==> src/core/iarb_pkg.sv <==
// constants and types for the interrupt arbiter and vector selector
package iarb_pkg;
  localparam int IARB_NUM_SRC = 21;
  localparam logic [7:0] IARB_ADDR_WIDTH = 8'h08;
  // register offsets on the plain register port
  localparam logic [7:0] IARB_OFS_STATUS_LOW = 8'h00;
  localparam logic [7:0] IARB_OFS_STATUS_MID = 8'h01;
  localparam logic [7:0] IARB_OFS_STATUS_HIGH = 8'h02;
  localparam logic [7:0] IARB_OFS_ENABLE_0 = 8'h04;
  localparam logic [7:0] IARB_OFS_ENABLE_1 = 8'h05;
  localparam logic [7:0] IARB_OFS_ENABLE_2 = 8'h06;
  localparam logic [7:0] IARB_OFS_EVT_STATUS = 8'h08;
  localparam logic [7:0] IARB_OFS_EVT_MASK = 8'h09;
  // field positions
  localparam int IARB_LOW_FIRST_BIT = 2;
  localparam int IARB_EVT_GRANT_BIT = 0;
  localparam int IARB_EVT_SWI_BIT = 1;
  localparam int IARB_EVT_RESERVED_W = 6;
  // vectors
  localparam logic [15:0] IARB_VEC_RESET = 16'hFFFE;
  localparam logic [15:0] IARB_VEC_SWI = 16'hFFFC;
  localparam logic [15:0] IARB_VEC_FLAG1 = 16'hFFFA;
  localparam logic [15:0] IARB_VEC_RESERVED = 16'hFFD0;
  // reset values
  localparam logic [20:0] IARB_ENABLE_RESET = 21'h000000;
  localparam logic [7:0] IARB_EVT_RESET = 8'h00;
  localparam logic [4:0] IARB_IDX_NONE = 5'h00;
  localparam logic [15:0] IARB_PC_RESET = 16'h0000;
  typedef enum logic [1:0] {IARB_IDLE, IARB_LATCHED, IARB_SERVICE} iarb_state_type;
endpackage

==> src/core/iarb_top.sv <==
// interrupt latch, fixed priority arbiter and vector selector
// What this block does
// - latch pending requests and arbitrate at start of processing, giving a fixed vector index.
// - once latched, no other request displaces it until serviced, then a return or a clear mask.
// - requests are only acted upon at instruction boundaries, never mid instruction.
// - at boundary, enter processing for a hardware request only if mask clear and source enabled.
// - among several enabled pending requests, grant highest fixed priority.
// - request still pending at return is serviced before next instruction; prefetch discarded.
// - interrupt entry stacking omits the high index register.
// - software interrupt is taken regardless of the global mask.
// - software interrupt stacks pc unchanged, hardware interrupt stacks pc minus one.
// - status flag reads one while its source requests, zero otherwise.
// - low status register bits one and zero read zero; flags one to six above.
// - priority: reset, software interrupt, then flag one down to flag twenty one.
// - vectors: reset FFFE, swi FFFC, flag n at FFFA minus two times n-1.
// - reset outranks everything and is never arbitrated against requests.
//
// Chosen here: the plain strobed port and the address map.
`timescale 1ns/1ps
module iarb_top
  import iarb_pkg::*;
(
  input wire logic core_clk,
  input wire logic resetn,
  input wire logic [20:0] irq_req,
  input wire logic global_mask,
  input wire logic instr_boundary,
  input wire logic swi_exec,
  input wire logic rti_exec,
  input wire logic service_ack,
  input wire logic [15:0] pc_in,
  input wire logic [7:0] reg_addr,
  input wire logic [7:0] reg_wdata,
  input wire logic reg_wr,
  input wire logic reg_rd,
  output logic [7:0] reg_rdata,
  output logic int_take,
  output logic [15:0] vector_addr,
  output logic [4:0] grant_idx,
  output logic grant_is_swi,
  output logic [15:0] stack_pc,
  output logic stack_index_high,
  output logic discard_prefetch,
  output logic irq_out
);

  // ----------------------------------------
  // helper functions
  // ----------------------------------------
  // vector of flag n, n from 1
  function automatic logic [15:0] iarb_vec(input logic [4:0] n);
    logic [15:0] off;
    off = {10'h000, n, 1'b0} - 16'h0002;
    iarb_vec = IARB_VEC_FLAG1 - off;
  endfunction

  // lowest set bit index plus one, zero if none
  function automatic logic [4:0] iarb_pick(input logic [20:0] v);
    logic [4:0] r;
    r = IARB_IDX_NONE;
    for (int i = IARB_NUM_SRC - 1; i >= 0; i--) begin
      if (v[i]) begin
        r = 5'(i + 1);
      end
    end
    iarb_pick = r;
  endfunction

  // ----------------------------------------
  // state
  // ----------------------------------------
  iarb_state_type state_r, state_nxt;
  logic [4:0] latch_idx_r, latch_idx_nxt;
  logic latch_swi_r, latch_swi_nxt;
  logic [20:0] enable_r, enable_nxt;
  logic [20:0] flags_r, flags_nxt;
  logic [1:0] evt_r, evt_nxt;
  logic [1:0] evt_mask_r, evt_mask_nxt;
  logic [7:0] rdata_nxt;
  logic int_take_nxt;
  logic [15:0] vector_nxt;
  logic [15:0] stack_pc_nxt;
  logic discard_nxt;
  logic irq_nxt;
  logic rti_seen_r, rti_seen_nxt;
  logic [20:0] eligible;
  logic [4:0] pick;

  always_comb begin
    // flags trail the request lines by one cycle
    flags_nxt = irq_req;
    eligible = flags_r & enable_r;
    pick = iarb_pick(eligible);
    state_nxt = state_r;
    latch_idx_nxt = latch_idx_r;
    latch_swi_nxt = latch_swi_r;
    int_take_nxt = 1'b0;
    vector_nxt = vector_addr;
    stack_pc_nxt = stack_pc;
    discard_nxt = 1'b0;
    rti_seen_nxt = rti_seen_r;
    // a return since the last boundary makes the refetched opcode redundant
    if (rti_exec) begin
      rti_seen_nxt = 1'b1;
    end
    unique case (state_r)
      IARB_IDLE: begin
        if (instr_boundary) begin
          if (swi_exec) begin
            state_nxt = IARB_LATCHED;
            latch_swi_nxt = 1'b1;
            latch_idx_nxt = IARB_IDX_NONE;
            vector_nxt = IARB_VEC_SWI;
            stack_pc_nxt = pc_in;
            int_take_nxt = 1'b1;
            discard_nxt = rti_seen_r;
            rti_seen_nxt = 1'b0;
          end else if (!global_mask && pick != IARB_IDX_NONE) begin
            state_nxt = IARB_LATCHED;
            latch_swi_nxt = 1'b0;
            latch_idx_nxt = pick;
            vector_nxt = iarb_vec(pick);
            stack_pc_nxt = pc_in - 16'h0001;
            int_take_nxt = 1'b1;
            discard_nxt = rti_seen_r;
            rti_seen_nxt = 1'b0;
          end else begin
            rti_seen_nxt = 1'b0;
          end
        end
      end
      IARB_LATCHED: begin
        // held result; higher requests ignored
        if (service_ack) begin
          state_nxt = IARB_SERVICE;
        end else if (!latch_swi_r && !global_mask && !instr_boundary) begin
          state_nxt = IARB_LATCHED;
        end
      end
      IARB_SERVICE: begin
        // a cleared global mask also frees the latch
        if (rti_exec || !global_mask) begin
          state_nxt = IARB_IDLE;
        end
      end
      default: state_nxt = IARB_IDLE;
    endcase
  end

  always_ff @(posedge core_clk or negedge resetn) begin
    if (!resetn) begin
      state_r <= IARB_IDLE;
      latch_idx_r <= IARB_IDX_NONE;
      latch_swi_r <= 1'b0;
      flags_r <= IARB_ENABLE_RESET;
      rti_seen_r <= 1'b0;
      int_take <= 1'b0;
      vector_addr <= IARB_VEC_RESET;
      stack_pc <= IARB_PC_RESET;
      discard_prefetch <= 1'b0;
    end else begin
      state_r <= state_nxt;
      latch_idx_r <= latch_idx_nxt;
      latch_swi_r <= latch_swi_nxt;
      flags_r <= flags_nxt;
      rti_seen_r <= rti_seen_nxt;
      int_take <= int_take_nxt;
      vector_addr <= vector_nxt;
      stack_pc <= stack_pc_nxt;
      discard_prefetch <= discard_nxt;
    end
  end

  // ----------------------------------------
  // registers and events
  // ----------------------------------------
  always_comb begin
    enable_nxt = enable_r;
    evt_mask_nxt = evt_mask_r;
    evt_nxt = evt_r;
    if (reg_wr) begin
      unique case (reg_addr)
        IARB_OFS_ENABLE_0: enable_nxt[7:0] = reg_wdata;
        IARB_OFS_ENABLE_1: enable_nxt[15:8] = reg_wdata;
        IARB_OFS_ENABLE_2: enable_nxt[20:16] = reg_wdata[4:0];
        IARB_OFS_EVT_MASK: evt_mask_nxt = reg_wdata[1:0];
        IARB_OFS_EVT_STATUS: evt_nxt = evt_r & ~reg_wdata[1:0];
        default: ; // status writes ignored
      endcase
    end
    // set wins over clear
    if (int_take_nxt && !latch_swi_nxt) begin
      evt_nxt[IARB_EVT_GRANT_BIT] = 1'b1;
    end
    if (int_take_nxt && latch_swi_nxt) begin
      evt_nxt[IARB_EVT_SWI_BIT] = 1'b1;
    end
    irq_nxt = |(evt_nxt & evt_mask_nxt);
    rdata_nxt = 8'h00;
    if (reg_rd) begin
      unique case (reg_addr)
        IARB_OFS_STATUS_LOW: rdata_nxt = {flags_r[5:0], 2'b00};
        IARB_OFS_STATUS_MID: rdata_nxt = flags_r[13:6];
        IARB_OFS_STATUS_HIGH: rdata_nxt = {1'b0, flags_r[20:14]};
        IARB_OFS_ENABLE_0: rdata_nxt = enable_r[7:0];
        IARB_OFS_ENABLE_1: rdata_nxt = enable_r[15:8];
        IARB_OFS_ENABLE_2: rdata_nxt = {3'b000, enable_r[20:16]};
        IARB_OFS_EVT_STATUS: rdata_nxt = {6'h00, evt_r};
        IARB_OFS_EVT_MASK: rdata_nxt = {6'h00, evt_mask_r};
        default: rdata_nxt = 8'h00;
      endcase
    end
  end

  always_ff @(posedge core_clk or negedge resetn) begin
    if (!resetn) begin
      enable_r <= IARB_ENABLE_RESET;
      evt_r <= 2'b00;
      evt_mask_r <= 2'b00;
      reg_rdata <= IARB_EVT_RESET;
      irq_out <= 1'b0;
      grant_idx <= IARB_IDX_NONE;
      grant_is_swi <= 1'b0;
      stack_index_high <= 1'b0;
    end else begin
      enable_r <= enable_nxt;
      evt_r <= evt_nxt;
      evt_mask_r <= evt_mask_nxt;
      reg_rdata <= rdata_nxt;
      irq_out <= irq_nxt;
      grant_idx <= latch_idx_nxt;
      grant_is_swi <= latch_swi_nxt;
      stack_index_high <= 1'b0;
    end
  end
endmodule

==> config.mk <==
export PLATFORM = sky130hd
export DESIGN_NAME = iarb_top
export DESIGN_NICKNAME = d
export VERILOG_FILES = /design/src/core/iarb_pkg.sv /design/src/core/iarb_top.sv
export SDC_FILE = /design/constraint.sdc
export NUM_CORES = 1
export LEC_CHECK = 0
export ABC_AREA = 1
export BUFFER_PORTS_ARGS = -buffer_cell sky130_fd_sc_hd__buf_2
export CAP_MARGIN = 20
export CELL_PAD_IN_SITES_DETAIL_PLACEMENT = 1
export CELL_PAD_IN_SITES_GLOBAL_PLACEMENT = 2
export CORE_AREA = 2 2 128 130
export DETAILED_ROUTE_END_ITERATION = 16
export DIE_AREA = 0 0 130 132
export GPL_ROUTABILITY_DRIVEN = 0
export PLACE_DENSITY = 0.78
export SLEW_MARGIN = 15
export SYNTH_ARGS = -nofsm -noshare
export SYNTH_HDL_FRONTEND = slang
export SYNTH_SLANG_ARGS = --single-unit
==> constraint.sdc <==
create_clock -name core_clk -period 2.9 [get_ports core_clk]
set_clock_uncertainty 0.2 [all_clocks]
set_input_delay 0.145 -clock core_clk [delete_from_list [all_inputs] [get_ports core_clk]]
set_output_delay 0.145 -clock core_clk [all_outputs]
set_load 0.02 [all_outputs]
# == Word-level counts from Yosys, hierarchy flattened ==
# Index checks and enable logic that the tools add are counted.
# word_totals
register_bits,98
inputBits,62
output_inout_bits,50
# op_classes
n_addsub,3
n_eq_ne,13
n_mux,57
bitwise_logic,4
reduce_logical,20
# ops
operator,n
2-to-1 mux 5 bit,23
2-to-1 mux 16 bit,4
case mux 8 bit (8 select lines),1
"== test 8 x 3 -> 1 bit, second input constant",3
bitwise AND 21 bit,1
2-to-1 mux 2 bit,10
2-to-1 mux 1 bit,17
"== test 8 x 4 -> 1 bit, second input constant",2
"subtractor 16 x 1 -> 16 bit, second input constant",1
"== test 8 x 1 -> 1 bit, second input constant",1
"== test 8 x 2 -> 1 bit, second input constant",1
zero test 8 bit,1
2-to-1 mux 8 bit,1
"subtractor 4 x 7 -> 8 bit, first input constant",1
"subtractor 6 x 2 -> 7 bit, second input constant",1
"!= test 3 bit, second input constant",2
case mux 2 bit (3 select lines),1
AND reduction 2 bit,3
logical AND 1 bit,5
nonzero test 5 bit,1
bitwise AND 2 bit,2
zero test 1 bit,4
"!= test 2 bit, second input constant",2
AND reduction 4 bit,1
8 further kinds,8

# == Longest topological paths before layout ==
# Gate-level depths: netlist of run 1.
# depth
word_depth,33
ltp_mapped,32
depth_no_buf,32

# == Least setup slack after synthesis of run 1 ==
# No wires, ideal clock.
# synth_path
path_kind,reg-to-reg
start,register enable_r[19]
end,register grant_idx[2]
arrival_ns,2.426
required_ns,2.577
setup_slack_ns,0.151
stages_incl_launch_ff,32
n_path_buf,1
path_cell_list,dfrtp_1 nand2_2 nand2_1 nand2_1 nand2_1 nand2_1 nand2_1 nand2_1 nand2_1 nand2_1 nand2_1 nand2_1 nand2_1 nand2_1 nand2_1 nand2_1 nand2_1 nand2_1 nand2_1 nand2_1 nand2_2 nand2_1 inv_1 ha_1 a31o_1 nor3b_2 inv_2 nand2_4 inv_4 buf_6 nand2_1 o21ai_1
# synth_between
elab_chain_cells,25
elab_cells_between_ends,27
# synth_rtl
item,line,rtl
from (decl),iarb_top.sv:75,"logic [20:0] enable_r, enable_nxt;"
from (signal assigned),iarb_top.sv:226,enable_r <= enable_nxt;
bitwise AND 21 bit (*),iarb_top.sv:92,eligible = flags_r & enable_r;
2-to-1 mux 5 bit (*) (20 in series),iarb_top.sv:62,if (v[i]) begin
nonzero test 5 bit,iarb_top.sv:118,end else if (!global_mask && pick != IARB_IDX_NONE) begin
logical AND 1 bit,iarb_top.sv:118,
nonzero test 2 bit (no source line),-,
AND reduction 3 bit (no source line),-,
to (signal assigned),iarb_top.sv:231,grant_idx <= latch_idx_nxt;
to (decl),iarb_top.sv:39,"output logic [4:0] grant_idx,"
# Every way passes the cells marked *; elsewhere a longest branch is shown, timed or not. The select of a mux whose other input is x is not followed.
# A chain may end at the register's enable or synchronous reset.

# == Worst setup path in the final report of run 1 ==
# layout_path
start,register enable_r[20]
end,register irq_out
# layout_between
elab_chain_cells,33
elab_cells_between_ends,39
# layout_rtl
item,line,rtl
bitwise AND 21 bit (*),iarb_top.sv:92,
2-to-1 mux 5 bit (*) (21 in series),iarb_top.sv:62,
nonzero test 5 bit (*),iarb_top.sv:118,
logical AND 1 bit (*),iarb_top.sv:118,
2-to-1 mux 1 bit,iarb_top.sv:118,
2-to-1 mux 1 bit,iarb_top.sv:109,if (swi_exec) begin
2-to-1 mux 1 bit,iarb_top.sv:108,if (instr_boundary) begin
2-to-1 mux 1 bit,iarb_top.sv:106,unique case (state_r)
zero test 1 bit,iarb_top.sv:192,if (int_take_nxt && !latch_swi_nxt) begin
logical AND 1 bit (*),iarb_top.sv:192,
2-to-1 mux 1 bit (*),iarb_top.sv:192,
named net evt_nxt[0],iarb_top.sv:77,"logic [1:0] evt_r, evt_nxt;"
bitwise AND 2 bit (*),iarb_top.sv:198,irq_nxt = |(evt_nxt & evt_mask_nxt);
OR reduction 2 bit (*),iarb_top.sv:198,
named net irq_nxt,iarb_top.sv:84,logic irq_nxt;
to (signal assigned),iarb_top.sv:230,irq_out <= irq_nxt;
to (decl),iarb_top.sv:44,output logic irq_out
# The timed path passes the listed nets; every way through them passes the cells marked *.

==> summary.md, run 1 <==
| Metric | Value |
|---|---|
| Fill cells | 1,830 |
| CTS tree | yes |
| Post-synthesis register bit count | 89 |
| Die ar. | 17,200 um^2 |
| Hold Startpoint | swi_exec |
| Die width | 130 um |
| Clock tree buffer depth | 2 |
| CP startpoint kind | flop |
| Final Hold Viols | 0 |
| Synth Area per Inst | 8.87 um^2 |
| Total track usage | 17.3% |
| Crit path max fanout | 6 |
| # nets final | 755 |
| Kind of critical path | flop to flop |
| Clock Root Buffer | clkbuf_16 |
| Post-synth cell types | 46 |
| Synth warn | 0 |
| PD cells | 704 nW/um^2 |
| Total CTS buffers | 9 |
| DRC | 0 |
| Wire per inst | 15.5 um |
| Crit path capture type | flop |
| RSZ-0062 raised after global routing | yes |
| Setup TNS | -799 ps |
| Peak supply drop | 0.000340 V |
| Final worst slack | -93.0 ps |
| Lkg Pwr | 0.00311 uW |
| Worst skew pair latency | 350 ps |
| Min Hold Slack | 81.5 ps |
| Hold Path End | vector_addr[1]$_DFFE_PN1P_ |
| Max Transition Viols Final | 0 |
| Pin count of the biggest net entering global routing | 74 |
| CTS Sinks | 89 |
| Post-DRT Antenna Nets | 0 |
| H-tree levels | 3 |
| Worst endpoint required time | 3000 ps |
| Failing checks | negative setup slack |
| Crit-path max cell delay | 370 ps |
| Die H | 132 um |
| Core area | 15,700 um^2 |
| Max_cap viols | 0 |
| Clk pin slew, worst setup/hold paths | 70 ps |
| Final WL | 14,100 um |
| FP Rows | 46 |
| Hold depth | 4 |
| Achievable frequency | 334 MHz |
| Sequential fraction of the synthesis area | 51.1% |
| Synth-to-Final Area Change | 46.6% |
| Dpl ws | -160 ps |
| Final Setup Violations | 23 |
| Port bufs | 109 |
| Critical path's most frequent cell | buf_4 |
| Number of global-route vias before repair | 4,467 |
| CP arrival | 3090 ps |
| Slew @ Worst Pin | 942 ps |
| Reg2Reg Setup Slack | -90 ps |
| Run status | finished with violations |
| Commonest non-fill, non-tap cell in the layout | nand2_1 |
| Worst slew margin | 37.2% |
| Iter 0 DRT Violations | 132 |
| Min cycle time layout | 2990 ps |
| Most frequent cells in the layout | nand2_1, buf_2, dfrtp_1 |
| Final worst-path cycle share | 103% |
| Total grt overflow | 0 |
| DP HPWL | 10,300 um |
| Critical-path cell list | nand2_2 -> buf_4 -> buf_4 -> buf_4 -> buf_4 -> buf_4 -> buf_4 -> nand2_1 -> a21oi_1 -> o21ai_1 -> nand2_1 -> a31o_1 -> nor3b_2 -> inv_2 -> buf_12 -> nor2_8 -> inv_4 -> nand2_2 -> a22o_1 |
| Diodes inserted | 0 |
| Reg-to-reg critical path startpoint | enable_r[20]$_DFFE_PN0P_ |
| TritonRoute pass-1 iters | 4 |
| Initial core utilization | 27.8% |
| Initial antenna violation count | 0 |
| DR vias/cell | 4.53 |
| First-pass GRT wire length | 22,900 um |
| Total Power | 4510 uW |
| Synth Instances | 493 |
| Netlist area before placement | 4370 um^2 |
| Top Ports | 112 |
| FF-to-FF End | irq_out$_DFF_PN0_ |
| Share of layout cells above drive strength 1 | 36.3% |
| Worst R2R Path Depth | 19 |
| Via count | 4,123 |
| Hold Path Class | input pin to flop |
| Slowest stage cell, crit path | dfrtp_1 |
==> metrics by stage <==
| stage | cells | instance area [um^2] | utilization, % |
|---|---|---|---|
| global placement | 824 | 5250 | 33.4 |
| finish | 910 | 6410 | 40.8 |
| floorplan | 494 | 4380 | - |
| global route | 910 | 6410 | 40.8 |
| CTS | 906 | 6310 | 40.2 |
| detailed placement | 824 | 5250 | 33.4 |
==> layout make-up <==
cell class	instances	area, um^2	area share (%)
sequential	89	2240	34.9
multi-input combinational	344	1980	30.9
timing repair buffer	202	1420	22.2
tap	216	270	4.21
clock buffer	10	229	3.57
inverter	43	180	2.81
clock inverter	6	95.1	1.48
==> flip-flops by register name, indices dropped and copies added (netlist names) <==
name              flops
enable_r             21
vector_addr           7
flags_r              21
state_r               2
irq_out               1
discard_prefetch      1
evt_r                 2
grant_idx             5
evt_mask_r            2
grant_is_swi          1
int_take              1
stack_pc             16
reg_rdata             8
rti_seen_r            1
==> metal layers <==
layer | global-route usage [%] | routed length (um)
met4 | 5.91 | 356
met3 | 4.18 | 694
met2 | 29.3 | 6980
met5 | 0 | 0
met1 | 21.4 | 6090
==> where the power goes <==
group / switching [uW] / internal, uW
Sequential: 156 / 1480
Clock: 525 / 766
Combinational: 947 / 634
Total: 1630 / 2880
==> synthesized netlist by cell type, drive strengths merged <==
cell    number  area [um^2]
a211oi       1         7.51
nand3b       1         7.51
a31oi       10         68.8
a221oi       3         26.3
nor4         3         25.0
nor2        42          189
nand2      160          671
inv         43          164
a21oi        9         52.6
xnor2        5         43.8
o211a        1         10.0
nand4        5         31.3
nor3b        1         12.5
buf         14          120
a22oi        1         7.51
or2          2         12.5
dfrtp       82         2050
a32o         7         70.1
clkbuf       4         15.0
conb         1         3.75
nand3       17         85.1
dfstp        7          184
a41oi        2         17.5
o211ai       1         7.51
o22ai        1         6.26
xor2        10         87.6
nor3         9         55.1
o21ai       44          265
a22o         1         8.76
ha           4         50.1
o311ai       1         8.76
a31o         1         8.76
==> cells by family (layout without fill, tap and decap cells) <==
logic type / Yosys count / in the layout / share of synthesized area [%]
AOI/OAI and AO/OA: 83 / 83 / 12.9
xor gates and xnor gates: 15 / 15 / 3.00
adders and majority gates: 4 / 4 / 1.14
buffers and inverters: 61 / 261 / 6.84
DFF: 89 / 89 / 51.1
other: 1 / 2 / 0.0857
and+or+nand+nor: 240 / 240 / 24.9
==> critical path, delay by kind of cell, from the launching register on <==
family          cells  cell delay [ps]
flops               1              370
compound gates      4              640
simple gates        6              680
buf+inv             9             1060
==> how the worst max path moves through the flow <==
stage	from	endpoint	slack (ps)	cells past startpoint
final	enable_r[20]$_DFFE_PN0P_	irq_out$_DFF_PN0_	-90	19
after global routing	enable_r[20]$_DFFE_PN0P_	irq_out$_DFF_PN0_	-330	32
after global placement	flags_r[19]$_DFF_PN0_	irq_out$_DFF_PN0_	-20	31
after CTS	enable_r[20]$_DFFE_PN0P_	irq_out$_DFF_PN0_	-60	32
after floorplan	enable_r[19]$_DFFE_PN0P_	grant_idx[2]$_DFFE_PN0P_	150	31
after detailed placement	enable_r[20]$_DFFE_PN0P_	vector_addr[14]$_DFFE_PN1P_	-160	31
==> what timing repair did <==
action                                  in CTS  in global routing
hold buffers                                54                  0
hold endpoints to repair                   125                  0
endpoints found under the setup margin      30                 33
gates cloned                                 1                  0
pin swaps                                   12                  6
gates resized for setup                     19                 23
setup buffers                               11                  5
Note: power is estimated with default switching activity, not from simulation.
==> inputs of run 2 (changes only) <==
CORE_AREA = 2 2 153 110   (was 2 2 128 130)
DIE_AREA = 0 0 155 112   (was 0 0 130 132)
PLACE_DENSITY = 0.77   (was 0.78)
==> run 2 against run 1 <==
Compared with the run above:
- the run still ends with negative setup slack left
- non-clock buffer count shrank 7
- utilization shrank 1.3 points
- cell count shrank 1.9%
- flip-flop and latch count is the same
- fmax shrank 0.80%
- total power shrank 2.5%
- largest cell class unchanged
- highest routed layer unchanged
==> summary.md, run 2 (synthesis gave the netlist of run 1 again) <==
| Metric | Value |
|---|---|
| TritonRoute pass-1 iters | 4 |
| CP startpoint kind | flop |
| Total grt overflow | 0 |
| Kind of critical path | flop to flop |
| Final Setup Violations | 29 |
| First-pass GRT wire length | 24,300 um |
| DRC | 0 |
| Most frequent cells in the layout | nand2_1, buf_2, dfrtp_1 |
| Max Transition Viols Final | 0 |
| CTS Sinks | 89 |
| FP Rows | 39 |
| Min Hold Slack | 30.4 ps |
| Iter 0 DRT Violations | 278 |
| Top Ports | 112 |
| Fill cells | 1,858 |
| Worst endpoint required time | 2990 ps |
| Post-route design area | 6300 um^2 |
| Core area | 16,000 um^2 |
| Final core utilization | 39.5% |
| Die width | 155 um |
| Sw Share | 35.7% |
| Clock tree buffer depth | 2 |
| Number of global-route vias before repair | 4,460 |
| Internal power | 2830 uW |
| Worst slew margin | 50.2% |
| Inst Count DP | 810 |
| PD cells | 698 nW/um^2 |
| Worst R2R Path Depth | 31 |
| Final Hold Viols | 0 |
| Hold Startpoint | reg_wr |
| Share of layout cells above drive strength 1 | 34.4% |
| Biggest regs | enable_r: 21 flops, flags_r: 21 flops, stack_pc: 16 flops |
| CTS tree | yes |
| Total CTS buffers | 9 |
| Total track usage | 18.3% |
| Final worst-path cycle share | 104% |
| Reg-to-reg critical path startpoint | enable_r[19]$_DFFE_PN0P_ |
| Clock Root Buffer | clkbuf_16 |
| Via count | 4,124 |
| Wire per inst | 17.0 um |
| Die H | 112 um |
| Final worst slack | -117 ps |
| Pin count of the biggest net entering global routing | 58 |
| Slew @ Worst Pin | 748 ps |
| Sequential power share | 37.5% |
| Synth-to-Final Area Change | 44.1% |
| CP arrival | 3110 ps |
| Clk pwr share | 28.1% |
| Non-filler instance count after layout | 893 |
| Run status | finished with violations |
| Max_cap viols | 0 |
| Worst skew pair latency | 350 ps |
| Comb pwr share | 34.4% |
| Slowest stage cell, crit path | dfrtp_1 |
| DP HPWL | 11,100 um |
| Final WL | 15,100 um |
| Setup TNS | -1430 ps |
| RSZ-0062 raised after global routing | yes |
| Peak supply drop | 0.000241 V |
| Crit-path max cell delay | 400 ps |
| Lkg Pwr | 0.00307 uW |
| H-tree levels | 3 |
| Initial core utilization | 27.4% |
| FF-to-FF End | irq_out$_DFF_PN0_ |
| Clk pin slew, worst setup/hold paths | 60 ps |
| Min cycle time layout | 3020 ps |
| Die ar. | 17,400 um^2 |
| Crit path capture type | flop |
| Failing checks | negative setup slack |
| Initial antenna violation count | 1 |
| # nets final | 748 |
| Reg2Reg Setup Slack | -120 ps |
| Hold Path Class | input pin to flop |
| DR vias/cell | 4.62 |
| Crit path max fanout | 5 |
| Sw power | 1570 uW |
| Commonest non-fill, non-tap cell in the layout | nand2_1 |
| Critical path's most frequent cell | nand2_1 |
| Achievable frequency | 331 MHz |
| Port bufs | 109 |
| Hold Path End | evt_r[0]$_DFF_PN0_ |
| Cell Area, Placed | 5220 um^2 |
| Post-DRT Antenna Nets | 0 |
| Hold depth | 4 |
-- run 2: per-stage QoR --
stage / setup WS (ps) / power, uW
2_1_floorplan: 151 / 2560
3_3_place_gp: 17.9 / 2920
3_5_place_dp: -122 / 2960
4_1_cts: -103 / 4360
5_1_grt: -366 / 4650
6_report: -117 / 4400
-- run 2: power by group through the flow --
stage,clock network [uW],logic (uW),registers [uW]
2_1_floorplan,0,738,1820
3_3_place_gp,0,1270,1650
3_5_place_dp,0,1290,1660
4_1_cts,1270,1450,1640
5_1_grt,1310,1660,1680
6_report,1240,1510,1650
-- run 2: cell type report --
class / count / area (um^2) / area share (%)
antenna: 1 / 2.50 / 0.0397
timing repair buffer: 195 / 1370 / 21.8
tap: 205 / 256 / 4.07
sequential: 89 / 2240 / 35.5
clock inverter: 3 / 46.3 / 0.734
inverter: 43 / 180 / 2.86
multi-input combinational: 344 / 1940 / 30.8
clock buffer: 13 / 270 / 4.29
-- run 2: worst max path at each step --
stage,start,end,cells past startpoint
after floorplan,enable_r[19]$_DFFE_PN0P_,grant_idx[2]$_DFFE_PN0P_,31
after global placement,flags_r[20]$_DFF_PN0_,vector_addr[14]$_DFFE_PN1P_,31
after detailed placement,flags_r[20]$_DFF_PN0_,vector_addr[14]$_DFFE_PN1P_,31
after CTS,enable_r[19]$_DFFE_PN0P_,irq_out$_DFF_PN0_,31
after global routing,enable_r[20]$_DFFE_PN0P_,irq_out$_DFF_PN0_,32
final,enable_r[19]$_DFFE_PN0P_,irq_out$_DFF_PN0_,31
-- run 2: routing by layer --
layer  global-route usage (%)  up-vias  wire length [um]
li1                         -     1980                 -
met1                     25.8     2050              7300
met2                     28.8       82              7010
met3                     4.01       12               687
met4                     4.44        0               148
met5                        0        -                 0
-- run 2: what timing repair did --
action                     in CTS  in global routing
setup buffers                  10                  3
resized for setup              12                 17
pin swaps                      10                  7
hold buffers                   53                  0
setup endpoints to repair      30                 33
cloned                          1                  0
hold endpoints to repair      112                  0
-- run 2: worst max-delay path, delay by kind of cell, from the launching register on --
| kind | cells | cell delay (ps) |
|---|---|---|
| AO/OA/AOI/OAI | 2 | 340 |
| AND/OR/NAND/NOR | 24 | 1510 |
| buffers and inverters | 4 | 350 |
| flip-flops | 1 | 400 |
| adder cells (fa/ha/maj) | 1 | 150 |
